$ cat src/core/csm_defs.vh
// Constants for the charger supply mode control block.
// Assumes measurement codes share one scale: 1 LSB = 1 mV.
`ifndef CSM_DEFS_VH
`define CSM_DEFS_VH
`define CSM_MEAS_W        16
`define CSM_SENSE_PS_MV   16'h00AE
`define CSM_VIN_MIN_MV    16'h1770
`define CSM_VIN_LOWPWR_MV 16'h2710
`define CSM_UV_FALL_PCT   7'h1F
`define CSM_UV_RISE_PCT   7'h23
`define CSM_CLK_HZ        50000000
`define CSM_RETRY_S       30
`define CSM_PV_RISE_MV    16'h03E8
`define CSM_BAT_FALL_MV   16'h01F4
`define CSM_SAMPLE_CYC    16'h03E8
`define CSM_ST_S0         2'h0
`define CSM_ST_S1         2'h1
`define CSM_ST_S2         2'h2
`define CSM_ST_S3         2'h3
`endif

$ cat src/core/csm_ctrl.v
// Supervisory charge control: supply mode, panel gating, retry pause, stages.
// Assumes digitised measurements in mV/mA arrive on pins from an outside converter.
`timescale 1ns/100ps
`default_nettype none
`include "csm_defs.vh"
module csm_ctrl #(
	parameter W          = `CSM_MEAS_W,
	parameter RETRY_CYC  = `CSM_CLK_HZ * `CSM_RETRY_S,
	parameter SAMPLE_CYC = `CSM_SAMPLE_CYC
) (
	input  wire         core_clk,
	input  wire         resetn,
	input  wire [W-1:0] input_voltage_sense_pin,
	input  wire [W-1:0] panel_mv,
	input  wire [W-1:0] panel_ma,
	input  wire [W-1:0] panel_ma_min,
	input  wire [W-1:0] bat_mv,
	input  wire [W-1:0] stage2_limit_mv,
	input  wire [W-1:0] charge_ma,
	input  wire [W-1:0] c10_ma,
	input  wire [W-1:0] s0_limit_mv,
	input  wire [W-1:0] s1_limit_mv,
	input  wire         low_power_en,
	input  wire         stage3_en,
	input  wire         timer_term_req,
	output reg          supply_mode,
	output reg          timer_term_en,
	output reg          charge_en,
	output reg          uv_fault,
	output reg          retry_pause,
	output reg  [1:0]   stage,
	output reg          mppt_en
);
	// One-hot states of the panel current check
	localparam ST_IDLE  = 3'b001;
	localparam ST_RUN   = 3'b010;
	localparam ST_PAUSE = 3'b100;

	wire [W-1:0] s_sense;
	wire [W-1:0] s_pv;
	wire [W-1:0] s_pi;
	wire [W-1:0] s_bat;
	wire [W-1:0] s_ich;
	wire [2:0]   s_bits;
	reg  [2:0]   state;
	reg  [31:0]  retry_cnt;
	reg  [15:0]  smp_cnt;
	reg          lp_armed;
	reg  [W-1:0] pv_ref;
	reg  [W-1:0] bat_ref;
	wire [W+6:0] uv_fall = stage2_limit_mv * `CSM_UV_FALL_PCT;
	wire [W+6:0] uv_rise = stage2_limit_mv * `CSM_UV_RISE_PCT;
	wire [W+6:0] bat_x100 = s_bat * 7'h64;
	wire         tick = (smp_cnt == 16'h0000);
	wire         pv_ok = (s_pv >= `CSM_VIN_MIN_MV);
	wire         cur_ok = (s_pi >= panel_ma_min);
	// Extra top bit keeps the margin sums from wrapping near full scale
	wire         pv_rise = ({1'b0, s_pv} > {1'b0, pv_ref} + `CSM_PV_RISE_MV);
	wire         bat_fall = ({1'b0, bat_ref} > {1'b0, s_bat} + `CSM_BAT_FALL_MV);
	wire         low_i = (s_ich < c10_ma);
	wire         ps_now = (s_sense < `CSM_SENSE_PS_MV);
	reg          next_uv_fault;
	reg          pause_go;

	////////////////////////////////////////////////////////////////
	// Pin-side measurements pass through synchronisers
	csm_sync #(.W(W)) u_sense (.core_clk(core_clk), .resetn(resetn), .din(input_voltage_sense_pin), .dout(s_sense));
	csm_sync #(.W(W)) u_pv    (.core_clk(core_clk), .resetn(resetn), .din(panel_mv), .dout(s_pv));
	csm_sync #(.W(W)) u_pi    (.core_clk(core_clk), .resetn(resetn), .din(panel_ma), .dout(s_pi));
	csm_sync #(.W(W)) u_bat   (.core_clk(core_clk), .resetn(resetn), .din(bat_mv), .dout(s_bat));
	csm_sync #(.W(W)) u_ich   (.core_clk(core_clk), .resetn(resetn), .din(charge_ma), .dout(s_ich));
	csm_sync #(.W(3)) u_bits  (.core_clk(core_clk), .resetn(resetn),
		.din({low_power_en, stage3_en, timer_term_req}), .dout(s_bits));

	////////////////////////////////////////////////////////////////
	// Sample tick paces every decision
	always @(posedge core_clk or negedge resetn)
	begin
		if (!resetn)
			smp_cnt <= 16'h0000;
		else if (tick)
			smp_cnt <= SAMPLE_CYC[15:0] - 16'h0001;
		else
			smp_cnt <= smp_cnt - 16'h0001;
	end

	////////////////////////////////////////////////////////////////
	// Fault and pause verdicts for this tick; the registered enables
	// read them so charging stops in the same tick as the cause
	always @*
	begin
		// Hysteresis: enter below 31%, leave above 35%
		if (bat_x100 < uv_fall)
			next_uv_fault = 1'b1;
		else if (bat_x100 > uv_rise)
			next_uv_fault = 1'b0;
		else
			next_uv_fault = uv_fault;
		// Weak panel current pauses only in panel mode without low power
		pause_go = (state == ST_RUN) & pv_ok & ~ps_now & ~s_bits[2] & ~cur_ok;
	end

	////////////////////////////////////////////////////////////////
	// Mode, fault and enables, refreshed on each tick
	always @(posedge core_clk or negedge resetn)
	begin
		if (!resetn)
		begin
			supply_mode   <= 1'b0;
			timer_term_en <= 1'b0;
			mppt_en       <= 1'b0;
			uv_fault      <= 1'b1;
			lp_armed      <= 1'b0;
			charge_en     <= 1'b0;
		end
		else if (tick)
		begin
			supply_mode   <= ps_now;
			// Timers are unreliable when light can vanish mid-cycle
			timer_term_en <= ps_now & s_bits[0];
			mppt_en       <= ~ps_now & pv_ok;
			// Hysteresis decided above, so fault and halt share a tick
			uv_fault      <= next_uv_fault;
			if (!pv_ok)
				lp_armed <= 1'b0;
			else if (s_pv > `CSM_VIN_LOWPWR_MV)
				lp_armed <= 1'b1;
			if (ps_now)
				charge_en <= pv_ok & ~next_uv_fault;
			else
				charge_en <= pv_ok & ~next_uv_fault & (state == ST_RUN) & ~pause_go
					& (~s_bits[2] | lp_armed);
		end
	end

	////////////////////////////////////////////////////////////////
	// Panel current check and timed retry
	always @(posedge core_clk or negedge resetn)
	begin
		if (!resetn)
		begin
			state     <= ST_IDLE;
			retry_cnt <= 32'h0;
			pv_ref    <= {W{1'b0}};
			bat_ref   <= {W{1'b0}};
		end
		else if (tick)
		begin
			case (state)
				ST_IDLE:
					if (pv_ok)
						state <= ST_RUN;
				ST_RUN:
					if (!pv_ok)
						state <= ST_IDLE;
					else if (pause_go)
					begin
						state     <= ST_PAUSE;
						retry_cnt <= RETRY_CYC[31:0];
						pv_ref    <= s_pv;
						bat_ref   <= s_bat;
					end
				ST_PAUSE:
					// Early retry on a big change in panel or battery
					if (retry_cnt <= {16'h0, SAMPLE_CYC[15:0]} || pv_rise || bat_fall || ps_now)
						state <= ST_RUN;
					else
						retry_cnt <= retry_cnt - {16'h0, SAMPLE_CYC[15:0]};
				default:
					state <= ST_IDLE;
			endcase
		end
	end

	// Pause status decodes straight from the state register
	always @*
		retry_pause = (state == ST_PAUSE);

	////////////////////////////////////////////////////////////////
	// Charging stage tracking
	always @(posedge core_clk or negedge resetn)
	begin
		if (!resetn)
			stage <= `CSM_ST_S0;
		else if (tick)
		begin
			if (uv_fault)
				stage <= `CSM_ST_S0;
			else
				case (stage)
					`CSM_ST_S0:
						if (s_bat > s0_limit_mv)
							stage <= `CSM_ST_S1;
					`CSM_ST_S1:
						if (s_bat > s1_limit_mv)
							stage <= `CSM_ST_S2;
					`CSM_ST_S2:
						// Low current with ample panel means nearly full
						if (low_i && (ps_now || cur_ok) && s_bits[1])
							stage <= `CSM_ST_S3;
						else
							stage <= `CSM_ST_S2;
					default:
						stage <= stage;
				endcase
		end
	end
endmodule
`default_nettype wire

$ cat src/core/csm_sync.v
// Three-stage input synchroniser for a multi-bit sampled value.
// Assumes the value is held stable long enough for stages two and three to agree.
`timescale 1ns/100ps
`default_nettype none
module csm_sync #(
	parameter W = 1
) (
	input  wire         core_clk,
	input  wire         resetn,
	input  wire [W-1:0] din,
	output reg  [W-1:0] dout
);
	reg [W-1:0] s1;
	reg [W-1:0] s2;
	reg [W-1:0] s3;

	// Only a value on which stages two and three agree is passed on
	always @(posedge core_clk or negedge resetn)
	begin
		if (!resetn)
		begin
			s1   <= {W{1'b0}};
			s2   <= {W{1'b0}};
			s3   <= {W{1'b0}};
			dout <= {W{1'b0}};
		end
		else
		begin
			s1 <= din;
			s2 <= s1;
			s3 <= s2;
			if (s2 == s3)
				dout <= s3;
		end
	end
endmodule
`default_nettype wire

$ cat config.mk
export PLATFORM = sky130hd
export DESIGN_NAME = csm_ctrl
export DESIGN_NICKNAME = d
export VERILOG_FILES = /design/src/core/csm_ctrl.v /design/src/core/csm_sync.v
export VERILOG_INCLUDE_DIRS = /design/src /design/src/core
export SDC_FILE = /design/constraint.sdc
export NUM_CORES = 1
export LEC_CHECK = 0
export BUFFER_PORTS_ARGS = -buffer_cell sky130_fd_sc_hd__buf_2
export CORE_MARGIN = 8
export CORE_UTILIZATION = 30
export CTS_CLUSTER_SIZE = 14
export DETAILED_ROUTE_END_ITERATION = 8
export SLEW_MARGIN = 0
export SYNTH_ARGS = -nofsm -noshare
export SYNTH_HDL_FRONTEND = slang
export SYNTH_HIERARCHICAL = 1
export SYNTH_SLANG_ARGS = --single-unit
$ cat constraint.sdc
create_clock -name core_clk -period 5.55 [get_ports core_clk]
set_input_delay 0.555 -clock core_clk [delete_from_list [all_inputs] [get_ports core_clk]]
set_output_delay 0.555 -clock core_clk [all_outputs]
set_load 0.01 [all_outputs]
==> results of run 1 <==
-- how the worst max path moves through the flow --
stage | end | depth (start not counted)
detailed placement | charge_en | 25
global placement | uv_fault | 23
finish | uv_fault | 23
CTS | uv_fault | 23
floorplan | uv_fault | 20
global route | charge_en | 26
-- cell type report --
cell class | count | area [um2]
Antenna cell | 1 | 2.502
Clock buffer | 59 | 1165
Clock inverter | 15 | 183.9
Fill cell | 7792 | 50190
Inverter | 295 | 1107
Multi-Input combinational cell | 1350 | 11770
Sequential cell | 419 | 10490
Tap cell | 1040 | 1301
Timing Repair Buffer | 237 | 1384
-- cell usage in the layout, fill, tap and decap left out, drive strengths merged, types with 12 or more instances in the layout --
| cell | n |
|---|---|
| and3 | 13 |
| buf | 237 |
| nor2 | 70 |
| nand2b | 15 |
| nand3 | 26 |
| a21o | 36 |
| nand2 | 148 |
| nor4 | 40 |
| o21ai | 70 |
| a211oi | 15 |
| inv | 296 |
| nor3 | 39 |
| nand4 | 25 |
| xnor2 | 53 |
| ha | 275 |
| clkbuf | 59 |
| mux2i | 15 |
| a21oi | 79 |
| o211ai | 12 |
| fa | 64 |
| dfrtp | 417 |
| xor2 | 107 |
| o21a | 13 |
| nor2b | 17 |
| mux2 | 81 |
-- repair_timing --
action                                 CTS  global route
setup endpoints to repair                0             2
endpoints found under the hold margin    0             0
gates resized for setup                  0             3
-- layer usage --
| layer | global-route usage (%) | vias up | share of wire (%) |
|---|---|---|---|
| met5 | 0 | - | 0 |
| met4 | 2.963 | 0 | 1.9 |
| met3 | 1.991 | 53 | 4.3 |
| met2 | 18.52 | 244 | 45 |
| met1 | 16.36 | 7259 | 49 |
| li1 | - | 7651 | - |
-- power by group through the flow --
| stage | Clock [mW] | Sequential, mW | Combinational [mW] |
|---|---|---|---|
| finish | 2.79 | 3.22 | 1.71 |
| global route | 3.01 | 3.22 | 1.97 |
| CTS | 2.89 | 3.22 | 1.72 |
| detailed placement | 0 | 3.27 | 1.71 |
| global placement | 0 | 3.27 | 1.69 |
| floorplan | 0 | 3.25 | 1.12 |
-- per-stage QoR --
| stage | setup TNS (ps) | total power, mW |
|---|---|---|
| after floorplan | 0 | 4.371 |
| after global placement | -321.7 | 4.964 |
| after detailed placement | -385.4 | 4.979 |
| after CTS | 0 | 7.830 |
| after global routing | 0 | 8.212 |
| final | 0 | 7.716 |
==> impl_metrics.xml, run 1 <==
<?xml version="1.0" encoding="UTF-8"?>
<metrics>
  <group name="placed_design">
    <metric name="preCtsSetupSlack" unit="ps">-194.4</metric>
    <metric name="io_buffer_count" unit="">172</metric>
    <metric name="gpl.final_weighted_congestion" unit="">0.7900</metric>
    <metric name="dpl.cell_count" unit="">3341</metric>
    <metric name="dpl.hpwl" unit="um">39880</metric>
    <metric name="detailed_place.area" unit="um2">26050</metric>
  </group>
  <group name="power">
    <metric name="combinational_cell_fraction_of_total_power" unit="%">22.2</metric>
    <metric name="p_sw" unit="mW">2.187</metric>
    <metric name="total_leakage_power" unit="nW">14.27</metric>
    <metric name="max-vdd-ir-drop" unit="V">0.0002977</metric>
    <metric name="switching_share" unit="%">28.35</metric>
    <metric name="power_density" unit="nW/um2">281.6</metric>
    <metric name="pwr-share-clk" unit="%">36.1</metric>
    <metric name="intPower" unit="mW">5.529</metric>
    <metric name="power_frac_seq" unit="%">41.7</metric>
  </group>
  <group name="die">
    <metric name="die_span_in_y" unit="um">296.0</metric>
    <metric name="die_w" unit="um">296.0</metric>
    <metric name="core.rowCount" unit="">102</metric>
    <metric name="initial_core_util" unit="%">30.31</metric>
    <metric name="i_o_pin_total" unit="">173</metric>
    <metric name="design.core.area" unit="um2">77590</metric>
    <metric name="dieArea" unit="um2">87620</metric>
  </group>
  <group name="final_layout">
    <metric name="final-instance-count-excl-fill" unit="">3416</metric>
    <metric name="largest_reg_flops" unit="">29</metric>
    <metric name="layout-area-overhead-vs-synth" unit="%">16.51</metric>
    <metric name="utilization" unit="%">35.32</metric>
    <metric name="final_nets" unit="">2848</metric>
    <metric name="layout-drive-gt1-share" unit="%">17.52</metric>
    <metric name="largest_register_by_flop_count" unit="">retry_cnt</metric>
    <metric name="fin_area" unit="um2">27410</metric>
  </group>
  <group name="worst_setup_path">
    <metric name="critPathTopFamily" unit="">adder cells</metric>
    <metric name="critical_path.cell_chain" unit="">buf_2 &gt; inv_1 &gt; fa_1 &gt; inv_1 &gt; fa_1 &gt; inv_1 &gt; fa_1 &gt; inv_1 &gt; ha_1 &gt; o21ai_0 &gt; a21oi_1 &gt; o21ai_0 &gt; a211o_1 &gt; o311ai_0 &gt; buf_4 &gt; a2111o_1 &gt; o211ai_1 &gt; ha_1 &gt; nand2_1 &gt; or4_1 &gt; o21ai_0 &gt; o211ai_1 &gt; a22o_1</metric>
    <metric name="critical_path.startpoint_type" unit="">input pin</metric>
    <metric name="crit_type" unit="">in2reg</metric>
    <metric name="cp_common_cell" unit="">sky130_fd_sc_hd__inv_1</metric>
    <metric name="worstPathRequired" unit="ps">6030</metric>
    <metric name="worst_reg_to_reg_setup_slack" unit="ps">500</metric>
    <metric name="regToRegEndpoint" unit="">uv_fault</metric>
    <metric name="worst_ep_arrival_time" unit="ps">5630</metric>
    <metric name="cp_slowest_cell" unit="">sky130_fd_sc_hd__fa_1</metric>
    <metric name="crit-reg2reg-launch" unit="">u_bat/dout[3]</metric>
    <metric name="crit_path_start" unit="">stage2_limit_mv[1]</metric>
    <metric name="cp_slowest_stage_delay" unit="ps">530</metric>
    <metric name="reg2reg_depth" unit="">16</metric>
    <metric name="worst-path-buf-inv" unit="">6</metric>
    <metric name="timing.critical_path.to_type" unit="">flop</metric>
    <metric name="highest_net_fanout_along_the_worst_path" unit="">3</metric>
  </group>
  <group name="sta">
    <metric name="timing.fmax" unit="GHz">0.1941</metric>
    <metric name="hold-worst-slack" unit="ps">22.19</metric>
    <metric name="final-max-slew-violation-count" unit="">0</metric>
    <metric name="finalSetupViolations" unit="">0</metric>
    <metric name="fin_crit_sh" unit="%">92.84</metric>
    <metric name="clock_skew" unit="ps">17.61</metric>
    <metric name="layout_setup_ws" unit="ps">397.3</metric>
    <metric name="worst_case_headroom_to_the_max_slew_limit" unit="%">39.97</metric>
    <metric name="timing_hold_violations_final" unit="">0</metric>
    <metric name="finalCriticalPeriod" unit="ps">5153</metric>
    <metric name="grt_setup_unrepaired" unit="">false</metric>
    <metric name="max_slew.worst_pin.slew" unit="ps">897.1</metric>
  </group>
  <group name="cts">
    <metric name="clock_tree.htree_level_count" unit="">2</metric>
    <metric name="clkSlewWorstSetupHoldPaths" unit="ps">70</metric>
    <metric name="cts_tree" unit="">yes</metric>
    <metric name="postCtsSetupBuffers" unit="">0</metric>
    <metric name="cts_hold_buffers" unit="">0</metric>
    <metric name="cts_root_buffer_type" unit="">sky130_fd_sc_hd__clkbuf_16</metric>
    <metric name="clock_latency" unit="ps">550</metric>
    <metric name="inserted_clock_buffers" unit="">41</metric>
    <metric name="cts_sinks" unit="">419</metric>
    <metric name="cts.path.max_buffers" unit="">3</metric>
  </group>
  <group name="route">
    <metric name="detailroute.via_count" unit="">15207</metric>
    <metric name="wire_per_inst" unit="um">14.77</metric>
    <metric name="first_iter_violations" unit="">738</metric>
    <metric name="vias_per_cell" unit="">4.452</metric>
    <metric name="dr.pass1.iters" unit="">5</metric>
    <metric name="route.detailed.drc" unit="">0</metric>
    <metric name="detail-route-antenna-nets" unit="">0</metric>
    <metric name="wl" unit="um">50450</metric>
  </group>
  <group name="grt">
    <metric name="groute.usage.overall" unit="%">11.63</metric>
    <metric name="global_route_wire_length_before_repair" unit="um">83540</metric>
    <metric name="via_count_of_the_first_global_routing_pass" unit="">15816</metric>
    <metric name="grt_remaining_overflow" unit="">0</metric>
    <metric name="antenna_found_initial" unit="">1</metric>
    <metric name="grt_max_degree" unit="">145</metric>
  </group>
  <group name="yosys">
    <metric name="synth_area" unit="um2">23520</metric>
    <metric name="syn_nets" unit="">2593</metric>
    <metric name="synth_area_per_cell" unit="um2">11.26</metric>
    <metric name="synth_warnings" unit="">6</metric>
    <metric name="netlist_instances" unit="">2089</metric>
  </group>
  <group name="run">
    <metric name="drv.max_cap_violation_count" unit="">0</metric>
  </group>
  <group name="status">
    <metric name="outcome" unit="">finished clean</metric>
  </group>
  <group name="worst_hold_path">
    <metric name="timing.hold.worst.class" unit="">in2async</metric>
  </group>
</metrics>
(Power assumes the default switching activity.)
==> run 2: changes to the inputs <==
--- a/config.mk
+++ b/config.mk
@@ -9,6 +9,7 @@
 export BUFFER_PORTS_ARGS = -buffer_cell sky130_fd_sc_hd__buf_2
 export CORE_MARGIN = 8
 export CORE_UTILIZATION = 30
+export CTS_BUF_LIST = sky130_fd_sc_hd__clkbuf_8
 export CTS_CLUSTER_SIZE = 14
 export DETAILED_ROUTE_END_ITERATION = 8
 export SLEW_MARGIN = 0
==> run 2 against run 1 <==
Sequential share of layout area shrank 0.97 points. Design area rose by 2.6%. Combinational power grew 2%. Largest cell class unchanged. Clock skew rose by 13 ps. Worst hold slack improved by 42 ps. Clock power decreased by 2%. Non-clock buffer count grew 68. Sequential power is essentially flat. Setup slack improved by 55 ps.
==> impl_metrics.xml, run 2 (same netlist as run 1, synthesis figures left out) <==
<?xml version="1.0" encoding="UTF-8"?>
<metrics>
  <group name="cts">
    <metric name="cts_tree" unit="">yes</metric>
    <metric name="clock_tree.htree_level_count" unit="">3</metric>
    <metric name="clock_latency" unit="ps">620</metric>
    <metric name="inserted_clock_buffers" unit="">67</metric>
    <metric name="post_cts_resize_count" unit="">0</metric>
    <metric name="clkSlewWorstSetupHoldPaths" unit="ps">60</metric>
    <metric name="cts_sinks" unit="">419</metric>
    <metric name="cts.path.max_buffers" unit="">3</metric>
    <metric name="cts_root_buffer_type" unit="">sky130_fd_sc_hd__clkbuf_8</metric>
  </group>
  <group name="power">
    <metric name="power_density" unit="nW/um2">273.6</metric>
    <metric name="combinational_cell_fraction_of_total_power" unit="%">22.7</metric>
    <metric name="intPower" unit="mW">5.431</metric>
    <metric name="p_sw" unit="mW">2.264</metric>
    <metric name="pwr-share-clk" unit="%">35.5</metric>
    <metric name="total_leakage_power" unit="nW">14.67</metric>
    <metric name="max-vdd-ir-drop" unit="V">0.0002141</metric>
    <metric name="switching_share" unit="%">29.42</metric>
    <metric name="power_frac_seq" unit="%">41.8</metric>
  </group>
  <group name="grt">
    <metric name="via_count_of_the_first_global_routing_pass" unit="">16354</metric>
    <metric name="groute.usage.overall" unit="%">11.91</metric>
    <metric name="global_route_wire_length_before_repair" unit="um">85190</metric>
    <metric name="grt_max_degree" unit="">145</metric>
    <metric name="antenna_found_initial" unit="">3</metric>
    <metric name="grt_remaining_overflow" unit="">0</metric>
  </group>
  <group name="final_layout">
    <metric name="fin_area" unit="um2">28120</metric>
    <metric name="largest_reg_flops" unit="">29</metric>
    <metric name="multi_input_area" unit="um2">11770</metric>
    <metric name="mostFrequentLayoutCells" unit="">sky130_fd_sc_hd__dfrtp_1 (417), sky130_fd_sc_hd__inv_1 (308), sky130_fd_sc_hd__ha_1 (275), sky130_fd_sc_hd__buf_2 (171), sky130_fd_sc_hd__nand2_1 (148)</metric>
    <metric name="final_nets" unit="">2942</metric>
    <metric name="mostFrequentLayoutCell" unit="">sky130_fd_sc_hd__dfrtp_1</metric>
    <metric name="largest_register_by_flop_count" unit="">retry_cnt</metric>
    <metric name="nFillCells" unit="">7754</metric>
    <metric name="layout-drive-gt1-share" unit="%">18.35</metric>
    <metric name="layout-area-overhead-vs-synth" unit="%">19.55</metric>
    <metric name="regArea" unit="um2">10490</metric>
  </group>
  <group name="status">
    <metric name="outcome" unit="">finished clean</metric>
  </group>
  <group name="worst_setup_path">
    <metric name="reg2reg_depth" unit="">16</metric>
    <metric name="cp_slowest_cell" unit="">sky130_fd_sc_hd__fa_1</metric>
    <metric name="crit-reg2reg-launch" unit="">u_bat/dout[3]</metric>
    <metric name="worstPathRequired" unit="ps">6080</metric>
    <metric name="cp_slowest_stage_delay" unit="ps">530</metric>
    <metric name="worst_ep_arrival_time" unit="ps">5630</metric>
    <metric name="critical_path.cell_chain" unit="">buf_2 &gt; inv_1 &gt; fa_1 &gt; inv_1 &gt; fa_1 &gt; inv_1 &gt; fa_1 &gt; inv_1 &gt; ha_1 &gt; o21ai_0 &gt; a21oi_1 &gt; o21ai_0 &gt; a211o_1 &gt; o311ai_0 &gt; buf_4 &gt; a2111o_1 &gt; o211ai_1 &gt; ha_1 &gt; nand2_1 &gt; or4_1 &gt; o21ai_0 &gt; o211ai_1 &gt; a22o_1</metric>
    <metric name="worst_reg_to_reg_setup_slack" unit="ps">470</metric>
    <metric name="critical_path.startpoint_type" unit="">input pin</metric>
    <metric name="cp_common_cell" unit="">sky130_fd_sc_hd__inv_1</metric>
    <metric name="crit_type" unit="">in2reg</metric>
    <metric name="timing.critical_path.to_type" unit="">flop</metric>
    <metric name="regToRegEndpoint" unit="">uv_fault</metric>
    <metric name="highest_net_fanout_along_the_worst_path" unit="">3</metric>
  </group>
  <group name="worst_hold_path">
    <metric name="min_delay_worst_endpoint" unit="">u_pi/s1[15]</metric>
    <metric name="whs_path_depth" unit="">1</metric>
    <metric name="min-delay-start" unit="">panel_ma[15]</metric>
    <metric name="timing.hold.worst.class" unit="">in2reg</metric>
  </group>
  <group name="sta">
    <metric name="max_slew.worst_pin.slew" unit="ps">895.2</metric>
    <metric name="clock_skew" unit="ps">30.19</metric>
    <metric name="timing_hold_violations_final" unit="">0</metric>
    <metric name="fin_crit_sh" unit="%">91.84</metric>
    <metric name="worst_case_headroom_to_the_max_slew_limit" unit="%">40.10</metric>
    <metric name="hold-worst-slack" unit="ps">63.70</metric>
    <metric name="timing.fmax" unit="GHz">0.1962</metric>
    <metric name="grt_setup_unrepaired" unit="">false</metric>
    <metric name="finalCriticalPeriod" unit="ps">5097</metric>
    <metric name="final-max-slew-violation-count" unit="">0</metric>
    <metric name="finalSetupViolations" unit="">0</metric>
  </group>
  <group name="die">
    <metric name="dieArea" unit="um2">87620</metric>
    <metric name="core.rowCount" unit="">102</metric>
    <metric name="die_span_in_y" unit="um">296.0</metric>
    <metric name="design.core.area" unit="um2">77590</metric>
    <metric name="i_o_pin_total" unit="">173</metric>
    <metric name="initial_core_util" unit="%">30.31</metric>
    <metric name="die_w" unit="um">296.0</metric>
  </group>
  <group name="route">
    <metric name="detail-route-antenna-nets" unit="">0</metric>
    <metric name="first_iter_violations" unit="">750</metric>
    <metric name="detailroute.via_count" unit="">15635</metric>
    <metric name="vias_per_cell" unit="">4.432</metric>
    <metric name="dr.pass1.iters" unit="">5</metric>
    <metric name="route.detailed.drc" unit="">0</metric>
    <metric name="wire_per_inst" unit="um">14.59</metric>
    <metric name="wl" unit="um">51460</metric>
  </group>
  <group name="placed_design">
    <metric name="dpl.hpwl" unit="um">39880</metric>
    <metric name="gpl.final_weighted_congestion" unit="">0.7900</metric>
    <metric name="detailed_place.area" unit="um2">26050</metric>
    <metric name="io_buffer_count" unit="">172</metric>
  </group>
  <group name="run">
    <metric name="drv.max_cap_violation_count" unit="">0</metric>
  </group>
</metrics>
==> run 2: cell types whose count changed in the layout (fill, tap and decap cells not counted), moves of 7 or more <==
cell	previous run	this run
sky130_fd_sc_hd__clkbuf_8	5	78
sky130_fd_sc_hd__dlygate4sd3_1	0	68
sky130_fd_sc_hd__clkbuf_16	42	0
sky130_fd_sc_hd__inv_1	295	308
sky130_fd_sc_hd__clkbuf_1	12	0
sky130_fd_sc_hd__clkinv_2	7	14
==> run 2: through the flow <==
step | setup WS, ps | cells | power [mW] | util, % | TNS (ps)
finish | 452.6 | 3528 | 7.695 | 36.24 | 0
global route | 18.15 | 3527 | 8.204 | 36.24 | 0
CTS | 455.6 | 3525 | 7.826 | 36.23 | 0
detailed placement | -194.4 | 3341 | 4.979 | 33.57 | -385.4
global placement | -190.3 | 3341 | 4.964 | 33.57 | -321.7
floorplan | 268.2 | 2089 | 4.371 | - | 0
==> run 2: what timing repair did <==
action,CTS,global route
endpoints found under the setup margin,0,0
hold endpoints to repair,159,0
hold buffers,68,0
buffers inserted,0,0
==> run 2: power groups by stage <==
stage	clock network (mW)	registers, mW	logic (mW)
4_1_cts	2.85	3.22	1.76
5_1_grt	2.97	3.23	2.01
3_3_place_gp	0	3.27	1.69
6_report	2.73	3.22	1.75
3_5_place_dp	0	3.27	1.71
2_1_floorplan	0	3.25	1.12
==> run 2: layout make-up <==
cell class	instances	share of cell area (%)
timing repair buffer	305	7.341
inverter	295	3.938
multi-input combinational	1350	41.85
tap	1040	4.627
clock inverter	38	1.103
antenna	3	0.02670
sequential	419	37.29
clock buffer	78	3.818
==> run 2: how the worst max path moves through the flow <==
stage	cells after the start	slack [ps]	start	endpoint
finish	23	450	stage2_limit_mv[1]	uv_fault
global route	24	20	stage2_limit_mv[1]	uv_fault
CTS	18	460	u_bat/dout[3]	uv_fault
detailed placement	25	-190	stage2_limit_mv[0]	charge_en
global placement	23	-190	stage2_limit_mv[1]	uv_fault
floorplan	20	270	stage2_limit_mv[0]	uv_fault
==> run 2: layer usage <==
| layer | track usage (%) | part of all wire [%] | vias up | routed length [um] |
|---|---|---|---|---|
| li1 | - | - | 7837 | - |
| met1 | 16.36 | 48 | 7478 | 24920 |
| met2 | 18.81 | 45 | 261 | 23300 |
| met3 | 2.514 | 4.4 | 59 | 2290 |
| met4 | 3.615 | 1.9 | 0 | 954 |
| met5 | 0 | 0 | - | 0 |
==> run 2: worst max-delay path: cells and delay by family <==
kind            cells  cell delay (ps)
fa+ha+maj           5             2120
compound gates     10             1860
simple gates        2              580
buf+inv             6              500
==> run 3: changes to the inputs <==
==> constraint.sdc (replaced) <==
create_clock -name core_clk -period 4.4 [get_ports core_clk]
set_input_delay 0.44 -clock core_clk [delete_from_list [all_inputs] [get_ports core_clk]]
set_output_delay 0.44 -clock core_clk [all_outputs]
set_load 0.01 [all_outputs]
==> run 3 against run 2 <==
The run now ends with negative setup slack left. Largest power group unchanged. Routed wire length up 3.7%. Combinational power up 59%. Power up 34%.
==> impl_metrics.xml, run 3 (same netlist as run 1, synthesis figures left out) <==
<?xml version="1.0" encoding="UTF-8"?>
<metrics>
  <group name="sta">
    <metric name="clock_skew" unit="ps">30.90</metric>
    <metric name="max_slew.worst_pin.slew" unit="ps">915.5</metric>
    <metric name="finalCriticalPeriod" unit="ps">4667</metric>
    <metric name="final.setup.tns" unit="ps">-477.4</metric>
    <metric name="final-max-slew-violation-count" unit="">0</metric>
    <metric name="fin_crit_sh" unit="%">106.1</metric>
    <metric name="timing.fmax" unit="GHz">0.2143</metric>
    <metric name="finalSetupViolations" unit="">2</metric>
    <metric name="layout_setup_ws" unit="ps">-267.2</metric>
    <metric name="worst_case_headroom_to_the_max_slew_limit" unit="%">38.85</metric>
    <metric name="timing_hold_violations_final" unit="">0</metric>
    <metric name="grt_setup_unrepaired" unit="">true</metric>
  </group>
  <group name="final_layout">
    <metric name="layout-drive-gt1-share" unit="%">25.03</metric>
    <metric name="mostFrequentLayoutCell" unit="">sky130_fd_sc_hd__dfrtp_1</metric>
    <metric name="final_nets" unit="">3086</metric>
    <metric name="fin_area" unit="um2">29740</metric>
    <metric name="layout-area-overhead-vs-synth" unit="%">26.45</metric>
    <metric name="largest_register_by_flop_count" unit="">retry_cnt</metric>
    <metric name="nFillCells" unit="">7743</metric>
    <metric name="mostFrequentLayoutCells" unit="">sky130_fd_sc_hd__dfrtp_1 (415), sky130_fd_sc_hd__inv_1 (293), sky130_fd_sc_hd__ha_1 (261), sky130_fd_sc_hd__buf_4 (187), sky130_fd_sc_hd__buf_2 (166)</metric>
    <metric name="largest_reg_flops" unit="">29</metric>
  </group>
  <group name="worst_setup_path">
    <metric name="crit_path_start" unit="">u_bat/dout[2]</metric>
    <metric name="critPathTopFamily" unit="">adder cells</metric>
    <metric name="worst_ep_arrival_time" unit="ps">5190</metric>
    <metric name="timing.critical_path.to_type" unit="">flop</metric>
    <metric name="crit_type" unit="">reg2reg</metric>
    <metric name="crit-reg2reg-launch" unit="">u_bat/dout[2]</metric>
    <metric name="reg2reg_depth" unit="">18</metric>
    <metric name="worstPathRequired" unit="ps">4920</metric>
    <metric name="critical_path.cell_chain" unit="">buf_4 &gt; ha_4 &gt; ha_4 &gt; fa_1 &gt; ha_4 &gt; nor2b_1 &gt; o31a_1 &gt; buf_4 &gt; o41a_1 &gt; a21oi_2 &gt; xnor2_2 &gt; buf_4 &gt; ha_1 &gt; nand4_1 &gt; or4_4 &gt; o21ai_2 &gt; o211ai_1 &gt; a22o_1</metric>
    <metric name="worst-path-buf-inv" unit="">3</metric>
    <metric name="highest_net_fanout_along_the_worst_path" unit="">3</metric>
    <metric name="worst_reg_to_reg_setup_slack" unit="ps">-270</metric>
    <metric name="cp_slowest_stage_delay" unit="ps">530</metric>
    <metric name="regToRegEndpoint" unit="">uv_fault</metric>
    <metric name="critical_path.startpoint_type" unit="">flop</metric>
    <metric name="cp_slowest_cell" unit="">sky130_fd_sc_hd__fa_1</metric>
  </group>
  <group name="placed_design">
    <metric name="io_buffer_count" unit="">172</metric>
    <metric name="preCtsSetupSlack" unit="ps">-1056</metric>
    <metric name="dpl.hpwl" unit="um">40920</metric>
    <metric name="gpl.final_weighted_congestion" unit="">0.8139</metric>
    <metric name="detailed_place.area" unit="um2">27000</metric>
  </group>
  <group name="grt">
    <metric name="groute.usage.overall" unit="%">12.30</metric>
    <metric name="via_count_of_the_first_global_routing_pass" unit="">17004</metric>
    <metric name="antenna_found_initial" unit="">3</metric>
    <metric name="grt_max_degree" unit="">110</metric>
    <metric name="grt_remaining_overflow" unit="">0</metric>
    <metric name="global_route_wire_length_before_repair" unit="um">88090</metric>
  </group>
  <group name="die">
    <metric name="die_w" unit="um">296.0</metric>
    <metric name="die_span_in_y" unit="um">296.0</metric>
    <metric name="initial_core_util" unit="%">30.31</metric>
    <metric name="dieArea" unit="um2">87620</metric>
    <metric name="design.core.area" unit="um2">77590</metric>
    <metric name="core.rowCount" unit="">102</metric>
    <metric name="i_o_pin_total" unit="">173</metric>
  </group>
  <group name="route">
    <metric name="wl" unit="um">53370</metric>
    <metric name="route.detailed.drc" unit="">0</metric>
    <metric name="detail-route-antenna-nets" unit="">0</metric>
    <metric name="first_iter_violations" unit="">577</metric>
    <metric name="vias_per_cell" unit="">4.423</metric>
    <metric name="wire_per_inst" unit="um">14.54</metric>
    <metric name="dr.pass1.iters" unit="">5</metric>
    <metric name="detailroute.via_count" unit="">16235</metric>
  </group>
  <group name="worst_hold_path">
    <metric name="whs_path_depth" unit="">0</metric>
    <metric name="timing.hold.worst.class" unit="">reg2reg</metric>
    <metric name="min-delay-start" unit="">u_pi/s1[0]</metric>
    <metric name="min_delay_worst_endpoint" unit="">u_pi/s2[0]</metric>
  </group>
  <group name="cts">
    <metric name="cts_root_buffer_type" unit="">sky130_fd_sc_hd__clkbuf_8</metric>
    <metric name="cts_sinks" unit="">419</metric>
    <metric name="clkSlewWorstSetupHoldPaths" unit="ps">70</metric>
    <metric name="cts_tree" unit="">yes</metric>
    <metric name="inserted_clock_buffers" unit="">68</metric>
    <metric name="clock_latency" unit="ps">620</metric>
    <metric name="cts.path.max_buffers" unit="">3</metric>
    <metric name="clock_tree.htree_level_count" unit="">3</metric>
  </group>
  <group name="status">
    <metric name="violations" unit="">negative setup slack</metric>
    <metric name="outcome" unit="">finished with violations</metric>
  </group>
  <group name="power">
    <metric name="power_density" unit="nW/um2">346.9</metric>
    <metric name="totalPowerFinal" unit="mW">10.32</metric>
    <metric name="max-vdd-ir-drop" unit="V">0.0003625</metric>
    <metric name="total_leakage_power" unit="nW">15.47</metric>
  </group>
  <group name="run">
    <metric name="drv.max_cap_violation_count" unit="">0</metric>
  </group>
</metrics>
## run 3: worst max path at each step
stage / endpoint / slack, ps / cells after the start
floorplan: uv_fault / -500 / 20
global placement: uv_fault / -930 / 22
detailed placement: uv_fault / -1060 / 22
CTS: uv_fault / -290 / 21
global route: charge_en / -470 / 18
finish: uv_fault / -270 / 18
## run 3: repair_timing
action,CTS,global route
setup buffers,3,4
hold buffers,84,0
gates resized for setup,24,68
endpoints found under the setup margin,2,2
endpoints found under the hold margin,187,0
pin swaps,18,45
## run 3: layout make-up
class	count	area (um2)	share of cell area (%)
Multi-Input combinational cell	1350	12160	40.88
Sequential cell	419	10490	35.27
Timing Repair Buffer	448	3238	10.89
Tap cell	1040	1301	4.375
Clock buffer	86	1184	3.979
Inverter	295	1117	3.756
Clock inverter	31	249.0	0.8371
Antenna cell	2	5.005	0.01683
## run 3: per-layer routing
layer  routed length [um]  GRT usage, %  vias to the layer above
met3                 2001         2.185                       73
met1                25810         16.99                     7785
met2                24470         19.64                      244
met4                 1072         3.674                        2
li1                     -             -                     8131
met5                   13             0                        -
## run 3: through the flow
step | instances | hold slack [ps] | utilization, %
global placement | 3461 | 331.3 | 34.80
global route | 3671 | 346.1 | 38.33
CTS | 3665 | 339.3 | 37.88
finish | 3671 | 338.5 | 38.33
detailed placement | 3461 | 334.7 | 34.80
floorplan | 2089 | 144.4 | -
## run 3: report_power, final
group	switching, mW	internal (mW)	total (mW)
sequential	0.0774	3.98	4.06
combinational	1.40	1.38	2.78
clock	1.53	1.95	3.48
